**src/logic/pto_regs.svh**
```systemverilog
// Command codes, field positions, reset values and timing counts of the turn-off and status block.
//
// Summary of operation
// - Turn-on timeout sets summary, status bit, alert
// - Timeout bit sticky until clear-faults
// - Response byte resets to latch-off 0x80
// - Action 00 ignore, 10 shutdown, others unsupported
// - Retry 000 stays off until cleared
// - Retry 111 hiccups every second until stopped
// - Unsupported response encodings raise invalid data
// - Turn-off delay, 0-10 ms, resets 0; the code accepts 0-15 ms
// - Delay: nonzero exponent or bits 10:4 invalid
// - Turn-off fall, 1-20 ms, resets 5; the code accepts 1-31 ms
// - Fall: exponent, bits 10:5, zero invalid
// - Three settings offered to nonvolatile store
// - Status byte bit 7 shows memory busy
// - Status byte bits 6,5,4,2,1 report faults
// - Status byte bit 0 ORs other faults
// - Status word low byte is status byte
// - Status word high bits 7,6,5,4 summarise
// - Status word bit 11 is inverted power good
// - Timeout flag is bit 2, alert-maskable
`ifndef PTO_REGS_SVH
`define PTO_REGS_SVH
`define PTO_CMD_TONMAX_RESP 8'h63
`define PTO_CMD_TURNOFF_WAIT_TIME 8'h64
`define PTO_CMD_TURNOFF_RAMP_TIME 8'h65
`define PTO_CMD_STATUS_BYTE 8'h78
`define PTO_CMD_STATUS_WORD 8'h79
`define PTO_RST_TONMAX_RESP 8'h80
`define PTO_RST_TURNOFF_WAIT_TIME 16'h0000
`define PTO_RST_TURNOFF_RAMP_TIME 16'h0005
`define PTO_ACT_IGNORE 2'h0
`define PTO_ACT_SHUTDOWN 2'h2
`define PTO_RETRY_LATCH 3'h0
`define PTO_RETRY_HICCUP 3'h7
`define PTO_VOUT_TONMAX_BIT 2
`define PTO_CLK_PERIOD_NS 10
`define PTO_MS_NS 1000000
`define PTO_HICCUP_S 1
`define PTO_MS_CYCLES (`PTO_MS_NS / `PTO_CLK_PERIOD_NS)
`define PTO_HICCUP_CYCLES (`PTO_HICCUP_S * 1000000000 / `PTO_CLK_PERIOD_NS)
`endif

```
**src/logic/pto_pkg.sv**
```systemverilog
// Types shared by the turn-off and status block.
package pto_pkg;
  typedef struct packed {
    logic [1:0] action;
    logic [2:0] retry;
    logic [2:0] delay;
  } pto_resp_t;
  typedef enum logic [1:0] {PTO_RUN, PTO_LATCHED, PTO_HICCUP} pto_rst_state_t;
  typedef enum logic [1:0] {PTO_OFF_IDLE, PTO_OFF_WAIT, PTO_OFF_RAMP, PTO_OFF_DONE} pto_off_state_t;
endpackage : pto_pkg

```
**src/logic/pto_ctl_if.sv**
```systemverilog
// Control link between the register core and the fault restart sequencer.
`timescale 1ns/1ps
interface pto_ctl_if;
  import pto_pkg::*;
  logic fault_evt;
  pto_resp_t resp;
  logic cmd_off;
  logic other_shutdown;
  logic clear;
  logic out_disable;
  logic restart;
  modport core (output fault_evt, resp, cmd_off, other_shutdown, clear,
                input out_disable, restart);
  modport seq (input fault_evt, resp, cmd_off, other_shutdown, clear,
               output out_disable, restart);
endinterface : pto_ctl_if

```
**src/logic/pto_top.sv**
```systemverilog
// Turn-on timeout response, turn-off timing settings and summary status registers.
`timescale 1ns/1ps
`include "pto_regs.svh"
module pto_top #(
  parameter int unsigned MS_CYCLES = `PTO_MS_CYCLES,
  parameter int unsigned HICCUP_CYCLES = `PTO_HICCUP_CYCLES,
  parameter int unsigned N_OTHER = 8
) (
  input wire logic clock,
  input wire logic rst_n,
  // Command port from the bus transaction engine.
  input wire logic cmd_valid,
  input wire logic cmd_write,
  input wire logic [7:0] cmd_code,
  input wire logic [15:0] cmd_wdata,
  output logic cmd_ack,
  output logic cmd_miss,
  output logic [15:0] cmd_rdata,
  // Fault sources and clearing.
  input wire logic ton_max_fault,
  input wire logic clear_faults,
  input wire logic ton_max_alert_mask,
  input wire logic pec_fault,
  input wire logic invalid_command,
  // On/off control.
  input wire logic enable_pin,
  input wire logic operation_off,
  input wire logic other_fault_shutdown,
  input wire logic stop_active,
  // Monitor levels for the summary status.
  input wire logic nvm_busy,
  input wire logic output_off,
  input wire logic vout_ovp_fault,
  input wire logic iout_oc_peak_fault,
  input wire logic temp_fault_warn,
  input wire logic vout_status_other,
  input wire logic iout_status_any,
  input wire logic input_status_any,
  input wire logic mfr_status_any,
  input wire logic [N_OTHER-1:0] other_faults,
  input wire logic power_good,
  // Open-drain alert pin.
  input wire logic host_alert_n_in,
  output logic host_alert_n_out,
  output logic host_alert_n_oe,
  // Power stage controls and settings.
  output logic output_disable,
  output logic restart_pulse,
  output logic energy_stop,
  output logic vout_zero_cmd,
  output logic vout_ton_max_flag,
  output logic [39:0] nvm_image
);
  import pto_pkg::*;

  function automatic logic is_cmd(input logic [7:0] code, input logic [7:0] target);
    is_cmd = (code == target);
  endfunction : is_cmd

  // Unsupported action, retry or delay field makes the byte unacceptable.
  function automatic logic resp_ok(input logic [7:0] d);
    logic act_ok;
    logic retry_ok;
    act_ok = (d[7:6] == `PTO_ACT_IGNORE) || (d[7:6] == `PTO_ACT_SHUTDOWN);
    retry_ok = (d[5:3] == `PTO_RETRY_LATCH) || (d[5:3] == `PTO_RETRY_HICCUP);
    resp_ok = act_ok && retry_ok && (d[2:0] == 3'h0);
  endfunction : resp_ok

  function automatic logic delay_ok(input logic [15:0] d);
    delay_ok = (d[15:11] == 5'h00) && (d[10:4] == 7'h00);
  endfunction : delay_ok

  function automatic logic fall_ok(input logic [15:0] d);
    fall_ok = (d[15:11] == 5'h00) && (d[10:5] == 6'h00) && (d[4:0] != 5'h00);
  endfunction : fall_ok

  pto_ctl_if ctl ();

  pto_restart #(
    .HICCUP_CYCLES(HICCUP_CYCLES)
  ) u_restart (
    .clock(clock),
    .rst_n(rst_n),
    .ctl(ctl)
  );

  // Setting registers.
  pto_resp_t resp;
  logic [15:0] turnoff_wait_time;
  logic [15:0] turnoff_ramp_time;

  // Sticky flags.
  logic ton_max_sticky;
  logic invalid_data_sticky;
  logic comm_fault_summary;

  // Enable pin synchroniser; the first stage feeds only the second.
  logic enable_meta;
  logic enable_sync;

  logic wr_hit;
  logic rd_hit;
  logic wr_resp;
  logic wr_delay;
  logic wr_fall;
  logic wr_bad;
  logic [7:0] status_low;
  logic [7:0] status_high;

  always_ff @(posedge clock) begin
    if (!rst_n) begin
      enable_meta <= 1'b0;
      enable_sync <= 1'b0;
    end else begin
      enable_meta <= enable_pin;
      enable_sync <= enable_meta;
    end
  end

  // Command decode.
  assign wr_resp = cmd_valid && cmd_write && is_cmd(cmd_code, `PTO_CMD_TONMAX_RESP);
  assign wr_delay = cmd_valid && cmd_write && is_cmd(cmd_code, `PTO_CMD_TURNOFF_WAIT_TIME);
  assign wr_fall = cmd_valid && cmd_write && is_cmd(cmd_code, `PTO_CMD_TURNOFF_RAMP_TIME);
  assign wr_hit = wr_resp || wr_delay || wr_fall;
  assign rd_hit = is_cmd(cmd_code, `PTO_CMD_TONMAX_RESP)
               || is_cmd(cmd_code, `PTO_CMD_TURNOFF_WAIT_TIME)
               || is_cmd(cmd_code, `PTO_CMD_TURNOFF_RAMP_TIME)
               || is_cmd(cmd_code, `PTO_CMD_STATUS_BYTE)
               || is_cmd(cmd_code, `PTO_CMD_STATUS_WORD);
  assign wr_bad = (wr_resp && !resp_ok(cmd_wdata[7:0]))
               || (wr_delay && !delay_ok(cmd_wdata))
               || (wr_fall && !fall_ok(cmd_wdata));

  // Response byte; a rejected write leaves it as it was.
  always_ff @(posedge clock) begin
    if (!rst_n) begin
      resp <= `PTO_RST_TONMAX_RESP;
    end else if (wr_resp && resp_ok(cmd_wdata[7:0])) begin
      resp <= cmd_wdata[7:0];
    end
  end

  // Turn-off delay; the exponent can only be written as zero.
  always_ff @(posedge clock) begin
    if (!rst_n) begin
      turnoff_wait_time <= `PTO_RST_TURNOFF_WAIT_TIME;
    end else if (wr_delay && delay_ok(cmd_wdata)) begin
      turnoff_wait_time <= cmd_wdata;
    end
  end

  // Turn-off fall time.
  always_ff @(posedge clock) begin
    if (!rst_n) begin
      turnoff_ramp_time <= `PTO_RST_TURNOFF_RAMP_TIME;
    end else if (wr_fall && fall_ok(cmd_wdata)) begin
      turnoff_ramp_time <= cmd_wdata;
    end
  end

  // The store engine samples this image when the save-all command runs.
  always_ff @(posedge clock) begin
    if (!rst_n) begin
      nvm_image <= {`PTO_RST_TONMAX_RESP, `PTO_RST_TURNOFF_WAIT_TIME, `PTO_RST_TURNOFF_RAMP_TIME};
    end else begin
      nvm_image <= {resp, turnoff_wait_time, turnoff_ramp_time};
    end
  end

  // Timeout flag: a new event in the clearing cycle keeps it set.
  always_ff @(posedge clock) begin
    if (!rst_n) begin
      ton_max_sticky <= 1'b0;
    end else if (ton_max_fault) begin
      ton_max_sticky <= 1'b1;
    end else if (clear_faults) begin
      ton_max_sticky <= 1'b0;
    end
  end

  always_ff @(posedge clock) begin
    if (!rst_n) begin
      invalid_data_sticky <= 1'b0;
    end else if (wr_bad) begin
      invalid_data_sticky <= 1'b1;
    end else if (clear_faults) begin
      invalid_data_sticky <= 1'b0;
    end
  end

  // Communication summary also catches checksum and unknown-command faults.
  always_ff @(posedge clock) begin
    if (!rst_n) begin
      comm_fault_summary <= 1'b0;
    end else if (wr_bad || pec_fault || invalid_command) begin
      comm_fault_summary <= 1'b1;
    end else if (clear_faults) begin
      comm_fault_summary <= 1'b0;
    end
  end

  assign vout_ton_max_flag = ton_max_sticky;

  // Summary status assembled from monitor levels, the sequencer output disable and the timeout and communication sticky flags.
  always_comb begin
    status_low = 8'h00;
    status_low[7] = nvm_busy;
    status_low[6] = output_off || ctl.out_disable;
    status_low[5] = vout_ovp_fault;
    status_low[4] = iout_oc_peak_fault;
    status_low[2] = temp_fault_warn;
    status_low[1] = comm_fault_summary;
    status_low[0] = |other_faults;
  end

  always_comb begin
    status_high = 8'h00;
    status_high[7] = vout_status_other || ton_max_sticky;
    status_high[6] = iout_status_any;
    status_high[5] = input_status_any;
    status_high[4] = mfr_status_any;
    status_high[3] = !power_good;
  end

  // Read data and acknowledge, one cycle after the request.
  always_ff @(posedge clock) begin
    if (!rst_n) begin
      cmd_ack <= 1'b0;
      cmd_miss <= 1'b0;
      cmd_rdata <= 16'h0000;
    end else begin
      cmd_ack <= cmd_valid && (rd_hit || wr_hit);
      cmd_miss <= cmd_valid && !rd_hit;
      if (cmd_valid && !cmd_write) begin
        case (cmd_code)
          `PTO_CMD_TONMAX_RESP: cmd_rdata <= {8'h00, resp};
          `PTO_CMD_TURNOFF_WAIT_TIME: cmd_rdata <= turnoff_wait_time;
          `PTO_CMD_TURNOFF_RAMP_TIME: cmd_rdata <= turnoff_ramp_time;
          `PTO_CMD_STATUS_BYTE: cmd_rdata <= {8'h00, status_low};
          `PTO_CMD_STATUS_WORD: cmd_rdata <= {status_high, status_low};
          default: cmd_rdata <= 16'h0000;
        endcase
      end
    end
  end

  // Alert pin is pulled low while an unmasked fault is held.
  always_ff @(posedge clock) begin
    if (!rst_n) begin
      host_alert_n_oe <= 1'b0;
    end else begin
      host_alert_n_oe <= (ton_max_sticky && !ton_max_alert_mask)
                      || invalid_data_sticky
                      || comm_fault_summary;
    end
  end

  assign host_alert_n_out = 1'b0;

  // Hand the fault and the response setting to the restart sequencer.
  assign ctl.fault_evt = ton_max_fault;
  assign ctl.resp = resp;
  assign ctl.cmd_off = !enable_sync || operation_off;
  assign ctl.other_shutdown = other_fault_shutdown;
  assign ctl.clear = clear_faults;
  assign output_disable = ctl.out_disable;
  assign restart_pulse = ctl.restart;

  // Turn-off sequence: wait the delay, stop switching, then ramp to zero.
  pto_off_state_t off_state;
  logic [31:0] tick_cnt;
  logic tick;
  logic [4:0] ms_left;

  // Millisecond tick, restarted at each sequence step so steps are whole.
  always_ff @(posedge clock) begin
    if (!rst_n) begin
      tick_cnt <= 32'h0;
    end else if (off_state == PTO_OFF_IDLE || tick) begin
      tick_cnt <= 32'h0;
    end else begin
      tick_cnt <= tick_cnt + 32'h1;
    end
  end

  assign tick = (tick_cnt == MS_CYCLES - 1);

  always_ff @(posedge clock) begin
    if (!rst_n) begin
      off_state <= PTO_OFF_IDLE;
      ms_left <= 5'h00;
      energy_stop <= 1'b0;
      vout_zero_cmd <= 1'b0;
    end else if (!stop_active) begin
      off_state <= PTO_OFF_IDLE;
      energy_stop <= 1'b0;
      vout_zero_cmd <= 1'b0;
    end else begin
      case (off_state)
        PTO_OFF_IDLE: begin
          // The delay is captured here; the fall time is read only when the ramp step starts.
          if (turnoff_wait_time[4:0] == 5'h00) begin
            energy_stop <= 1'b1;
            ms_left <= turnoff_ramp_time[4:0];
            off_state <= PTO_OFF_RAMP;
          end else begin
            ms_left <= turnoff_wait_time[4:0];
            off_state <= PTO_OFF_WAIT;
          end
        end
        PTO_OFF_WAIT: begin
          if (tick) begin
            if (ms_left == 5'h01) begin
              energy_stop <= 1'b1;
              ms_left <= turnoff_ramp_time[4:0];
              off_state <= PTO_OFF_RAMP;
            end else begin
              ms_left <= ms_left - 5'h01;
            end
          end
        end
        PTO_OFF_RAMP: begin
          if (tick) begin
            if (ms_left == 5'h01) begin
              vout_zero_cmd <= 1'b1;
              off_state <= PTO_OFF_DONE;
            end else begin
              ms_left <= ms_left - 5'h01;
            end
          end
        end
        PTO_OFF_DONE: begin
          off_state <= PTO_OFF_DONE;
        end
        default: begin
          off_state <= PTO_OFF_IDLE;
        end
      endcase
    end
  end
endmodule : pto_top

```
**src/logic/pto_restart.sv**
```systemverilog
// Turn-on timeout fault response: ignore, latch off or hiccup restart.
`timescale 1ns/1ps
`include "pto_regs.svh"
module pto_restart #(
  parameter int unsigned HICCUP_CYCLES = `PTO_HICCUP_CYCLES
) (
  input wire logic clock,
  input wire logic rst_n,
  pto_ctl_if.seq ctl
);
  import pto_pkg::*;

  pto_rst_state_t state;
  logic [31:0] wait_cnt;
  logic restart;

  always_ff @(posedge clock) begin
    if (!rst_n) begin
      state <= PTO_RUN;
      wait_cnt <= 32'h0;
      restart <= 1'b0;
    end else begin
      restart <= 1'b0;
      case (state)
        PTO_RUN: begin
          // Action 00 keeps running; 01 and 11 can never be stored.
          if (ctl.fault_evt && ctl.resp.action == `PTO_ACT_SHUTDOWN) begin
            wait_cnt <= 32'h0;
            if (ctl.resp.retry == `PTO_RETRY_HICCUP) begin
              state <= PTO_HICCUP;
            end else begin
              state <= PTO_LATCHED;
            end
          end
        end
        PTO_LATCHED: begin
          if (ctl.clear) begin
            state <= PTO_RUN;
          end
        end
        PTO_HICCUP: begin
          // A command off ends the retries; the next enable starts normally.
          if (ctl.other_shutdown) begin
            state <= PTO_LATCHED;
          end else if (ctl.cmd_off || ctl.clear) begin
            state <= PTO_RUN;
          end else if (wait_cnt == HICCUP_CYCLES - 1) begin
            state <= PTO_RUN;
            restart <= 1'b1;
          end else begin
            wait_cnt <= wait_cnt + 32'h1;
          end
        end
        default: begin
          state <= PTO_RUN;
        end
      endcase
    end
  end

  assign ctl.out_disable = (state != PTO_RUN);
  assign ctl.restart = restart;
endmodule : pto_restart

```
**config.mk**
```make
export PLATFORM = sky130hd
export DESIGN_NAME = pto_top
export DESIGN_NICKNAME = d
export VERILOG_FILES = /design/src/logic/pto_pkg.sv /design/src/logic/pto_ctl_if.sv /design/src/logic/pto_top.sv /design/src/logic/pto_restart.sv
export VERILOG_INCLUDE_DIRS = /design/src /design/src/logic
export SDC_FILE = /design/constraint.sdc
export NUM_CORES = 1
export LEC_CHECK = 0
export BUFFER_PORTS_ARGS = -buffer_cell sky130_fd_sc_hd__buf_2
export CAP_MARGIN = 20
export CORE_MARGIN = 4
export CORE_UTILIZATION = 56
export DETAILED_ROUTE_END_ITERATION = 16
export MAX_ROUTING_LAYER = met4
export PLACE_DENSITY = 0.82
export SYNTH_ARGS = -nofsm -noshare
export SYNTH_HDL_FRONTEND = slang
export SYNTH_SLANG_ARGS = --single-unit
```
**constraint.sdc**
```tcl
create_clock -name clock -period 2.9 [get_ports clock]
set_input_delay 0 -clock clock [delete_from_list [all_inputs] [get_ports clock]]
set_output_delay 0 -clock clock [all_outputs]
set_load 0.05 [all_outputs]
```
After elaboration in Yosys (flattened, before gate mapping)
Cells that the tools add are included.
{"block": "classes", "add_sub_neg": 3, "n_eq_ne": 29, "muxes": 34, "n_bitwise": 2, "n_reduce_logical": 75}
{"operator": "$mux 32", "n": 4}
{"operator": "$pmux 16 s5", "n": 1}
{"operator": "$add 32x1->32 const B", "n": 2}
{"operator": "$pmux 32 s2", "n": 1}
{"operator": "$eq 8x7->1 const B", "n": 5}
{"operator": "$eq 32x17->1 const B", "n": 1}
{"operator": "$eq 32x27->1 const B", "n": 1}
{"operator": "$mux 5", "n": 5}
{"operator": "$mux 2", "n": 11}
{"operator": "$logic_and 1x1->1", "n": 20}
{"operator": "$logic_or 1x1->1", "n": 20}
{"operator": "$ne 2x2->1 const B", "n": 9}
{"operator": "$pmux 5 s3", "n": 1}
{"operator": "$reduce_bool 2->1", "n": 6}
{"operator": "$eq 2x2->1 const B", "n": 5}
{"operator": "$logic_not 5->1", "n": 2}
{"operator": "$reduce_and 5->1", "n": 2}
{"operator": "$logic_not 1->1", "n": 8}
{"operator": "$mux 1", "n": 8}
{"operator": "$pmux 2 s4", "n": 1}
{"operator": "$reduce_and 4->1", "n": 2}
{"operator": "$reduce_or 8->1", "n": 1}
{"operator": "$logic_not 7->1", "n": 1}
{"operator": "$eq 3x3->1 const B", "n": 2}
{"operator": "other kinds (17)", "n": 24}
{"block": "totals", "regBits": 180, "in_bits": 56, "word_cells": 166}

Depth between registers and ports, before layout
{"block": "logic_depth", "word_depth": 11, "ltp_mapped": 9}

By module
Synthesis repeated with hierarchy kept, for this count alone.
{"block": "hier_totals", "cells_unflattened": 849, "area_unflattened_um2": 7848.8}
{"mod": "pto_top", "n_inst": 1, "cells_per_inst": 615, "area_each_um2": 5990.7, "seq_area_each_um2": 2902.8}
{"mod": "pto_restart", "n_inst": 1, "cells_per_inst": 234, "area_each_um2": 1858.0, "seq_area_each_um2": 700.7}

Least setup slack after synthesis
Ideal clock, no wire load.
{"block": "synth_path", "kind": "register to register", "start": "reg u_restart.state[0]", "end": "reg u_restart.wait_cnt[16]", "arrival_time_ns": 1.925, "slack_ns": 0.847, "stages_incl_launch_ff": 8, "path_buffers": 3, "synth_period_minus_slack_ns": 2.053, "cell_sequence": "dfxtp_1 clkbuf_1 or2_2 or2_2 nand2_1 buf_2 buf_1 nor2_1"}
{"block": "synth_between", "elab_chain_len": 3}
{"element": "start: declaration", "line": "pto_restart.sv:13", "text": "pto_rst_state_t state;"}
{"element": "start signal: assignment", "line": "pto_restart.sv:19", "text": "state <= PTO_RUN;"}
{"element": "start signal: assignment", "line": "pto_restart.sv:30", "text": "state <= PTO_HICCUP;"}
{"element": "start signal: assignment", "line": "pto_restart.sv:32", "text": "state <= PTO_LATCHED;"}
{"element": "$eq 2x2->1 / $logic_not 2->1 (equally long branches)", "line": "pto_restart.sv:24", "text": "case (state)"}
{"element": "$ne 2x2->1 (no source line), or another cell as far along"}
{"element": "$reduce_and 5->1 (no source line)"}
{"element": "end signal: assignment", "line": "pto_restart.sv:51", "text": "wait_cnt <= wait_cnt + 32'h1;"}
{"element": "end: declaration", "line": "pto_restart.sv:14", "text": "logic [31:0] wait_cnt;"}
Parallel ways exist; a longest one is shown, timed or not.
A chain may end at the register's enable or synchronous reset.

Worst setup path after layout
{"block": "layout_path", "start": "reg, netlist name ctl.resp[7]", "end": "reg u_restart.wait_cnt[23]"}
{"block": "layout_between", "elab_chain_len": 4}
{"element": "$eq 2x2->1 (no source line)"}
{"element": "$logic_and 1x1->1 (no source line)"}
{"element": "$ne 2x1->1 (no source line)"}
{"element": "$reduce_and 5->1 (no source line)"}
No other way between the ends.

==> key figures <==
Outcome
  – Status: finished, final reports clean

Placed design
  – Setup WS pre-CTS: 0.4203 ns
  – IO Port Bufs: 118
  – DP HPWL: 12.57 mm
  – Placer congestion estimate: 0.9004

Logic synthesis
  – Synth cell count leaders: dfxtp_1 (180), nor2_1 (72), nand2_1 (67)
  – Most used DFF post-synth: dfxtp_1
  – Async SR Flop Fraction: 0
  – Cells after Synth: 834
  – Synth unique cells: 66
  – Synthesized net count: 898
  – Top-area cell type share of the netlist area: 0.4778
  – Synth top area cells: dfxtp_1 (48%), nor2_1 (3.6%), and2_1 (3.6%)
  – EDFF count, synth: 0
  – Most numerous cell in the Yosys netlist: dfxtp_1
  – Synth Area per Inst: 9.042 um^2
  – Cell taking the most area after synthesis: dfxtp_1
  – Seq/Total Area, Yosys: 0.4778
  – Post-synth design cell area: 0.007541 mm^2
  – Synth warnings: 0
  – Synthesis-stage register bit count: 180

Global routing
  – Largest net degree at the start of global routing: 45
  – Vias in the first global route: 6234
  – Antenna violations before repair: 0
  – GRT overflow: 0
  – Gr usage total: 0.2602
  – First-pass GRT wire length: 30.77 mm

Layout
  – Syn-to-layout area delta: 20.38%
  – Nets@finish: 1029
  – Fin util: 0.6882
  – N_diodes: 0
  – Layout cells sized above 1: 0.1830
  – Fillcell total: 1016

Worst setup path
  – Worst Path Max Fanout: 37
  – Critical Path RT: 3.25 ns
  – Critical path class: flip-flop to flip-flop
  – Setup crit start kind: flip-flop
  – Crit end category: flip-flop
  – Critical Path AT: 2.90 ns

STA
  – Worst Tran Pin Value: 0.7405 ns
  – Slack of the critical path: 0.3582 ns
  – Setup TNS: 0 ns
  – Slew HR: 0.5048
  – Final Max Tran Viols: 0
  – Minimum clock period: 2.542 ns
  – Final worst-path cycle share: 0.8765
  – Skew final: 0.009165 ns
  – Final setup viols: 0
  – Unrepaired setup endpoints after global routing: false
  – Final hold vios: 0
  – Worst hold margin: 0.01908 ns
  – Fmax: 0.3934 GHz

Route
  – Vias: 6688
  – Wire per inst: 16.38 um
  – Post-route ant nets: 0
  – Routed WL: 18.91 mm
  – DRC viols: 0
  – Drt pass-1 iters: 7
  – Vias/cell: 5.795
  – DRT iter0 DRCs: 585

Clocking
  – CTS Hold Bufs: 23
  – Num CTS Buffers: 17
  – Clock transition at path regs: 0.07 ns
  – # H-tree levels: 4
  – CTS tree: done
  – Resized cells post-CTS: 0
  – Clock latency on the worst-skew pair: 0.44 ns
  – Clock Sinks: 180
  – Setup bufs post-CTS: 0
  – Root Driver: clkbuf_16
  – Longest Clk Path Bufs: 2

Floorplan
  – Die Span Y: 124.0 um
  – # IOs: 121
  – Row cnt: 42
  – Die Width: 124.0 um
  – Core area: 0.01319 mm^2
  – Starting Density: 0.5717
  – Die area: 0.01539 mm^2

Min path
  – Min-delay worst type: input port to flip-flop

Power and ir drop
  – Power Dens Cells: 554.6 mW/mm^2
  – Worst IR Drop VDD: 0.5080 mV
  – Lkg Pwr: 3.666 nW

Run
  – Max-Cap Viols: 0
[metrics by stage]
stage | area [um^2] | total power, mW | cells
after floorplan | 7541 | 2.715 | 834
after global placement | 8267 | 2.806 | 1099
after detailed placement | 8267 | 2.813 | 1099
after CTS | 9077 | 5.040 | 1154
after global routing | 9077 | 5.183 | 1154
final | 9077 | 5.034 | 1154
[critical path: stages (launching register included)]
cell and delay [ns]:
dfxtp_1 0.40, nand3b_1 0.12, or2_1 0.27, a221oi_2 0.40
nand2_1 0.32, buf_12 0.27, or4_1 0.51, a21oi_1 0.16
[logic make-up (layout without fill, tap and decap cells)]
family	Yosys count	after routing	share of synthesized area
AOI/OAI and AO/OA	136	136	0.1176
xor gates and xnor gates	34	34	0.03949
adders and majority gates	8	8	0.01327
buffers and inverters	57	201	0.03285
DFF	180	180	0.4779
muxes	21	21	0.02870
other	1	1	0.0004973
and+or+nand+nor	397	397	0.2897
[layout make-up]
cell class,instances,area (um^2),area share
clock buffers,17,425.4,0.04686
clock inverters,15,155.1,0.01709
inverters,16,60.06,0.006616
multi-input cells,597,3690,0.4065
flip-flops and latches,180,3603,0.3970
well taps,176,220.2,0.02426
repair buffers,153,923.4,0.1017
[flip-flops by register name, summed over array words and instances, names as in the netlist]
signal                 cells
comm_fault_summary         1
turnoff_ramp_time         16
ctl.resp                   8
cmd_ack                    1
enable_meta                1
u_restart.state            2
turnoff_wait_time         16
cmd_rdata                 16
tick_cnt                  32
ms_left                    5
vout_ton_max_flag          1
u_restart.wait_cnt        32
off_state                  2
vout_zero_cmd              1
nvm_image                 40
u_restart.ctl.restart      1
host_alert_n_oe            1
cmd_miss                   1
enable_sync                1
invalid_data_sticky        1
energy_stop                1
[final timing paths]
kind	cells past startpoint	from	end	slack, ns
setup / recovery	7	ctl.resp[7]	u_restart.wait_cnt[23]	0.36
hold / removal	3	cmd_write	invalid_data_sticky	0.02
setup reg to reg	7	ctl.resp[7]	u_restart.wait_cnt[23]	0.36
hold reg to reg	1	enable_meta	enable_sync	0.44
[power by group]
part / switching, mW / internal (mW) / leakage, nW
logic: 0.178 / 0.108 / 1.92
registers: 0.0149 / 2.49 / 1.45
clock network: 1.09 / 1.15 / 0.288
[per-layer routing]
metal,wire length (um),vias to the layer above,global-route usage
li1,-,3266,-
met1,8375,3189,0.3306
met2,9034,207,0.4159
met3,1119,26,0.04995
met4,376,0,0.09377
met5,0,-,-
[placed cells by master, fill, tap and decap left out, types with 6 or more instances in the layout]
master | netlist | routed
nor4_1 | 17 | 17
inv_1 | 15 | 15
nand3b_1 | 6 | 6
nand2b_1 | 11 | 11
a21oi_1 | 35 | 35
o211ai_1 | 8 | 8
and2_1 | 43 | 43
xnor2_1 | 18 | 18
nor3_1 | 16 | 16
and3_1 | 38 | 38
nand4_1 | 21 | 21
o21ai_1 | 13 | 13
a22oi_1 | 6 | 6
nand2_1 | 67 | 67
dfxtp_1 | 180 | 180
buf_4 | 2 | 11
a31oi_1 | 6 | 6
a222oi_1 | 6 | 6
o31ai_1 | 8 | 8
o21ai_0 | 23 | 23
nand3_1 | 34 | 34
or3_1 | 21 | 21
clkbuf_16 | 0 | 17
or4_1 | 16 | 16
xor2_1 | 16 | 16
mux2i_1 | 16 | 16
a21boi_0 | 6 | 6
dlygate4sd3_1 | 0 | 23
ha_1 | 8 | 8
buf_2 | 9 | 118
nor2_1 | 72 | 72
(Power assumes the default switching activity.)
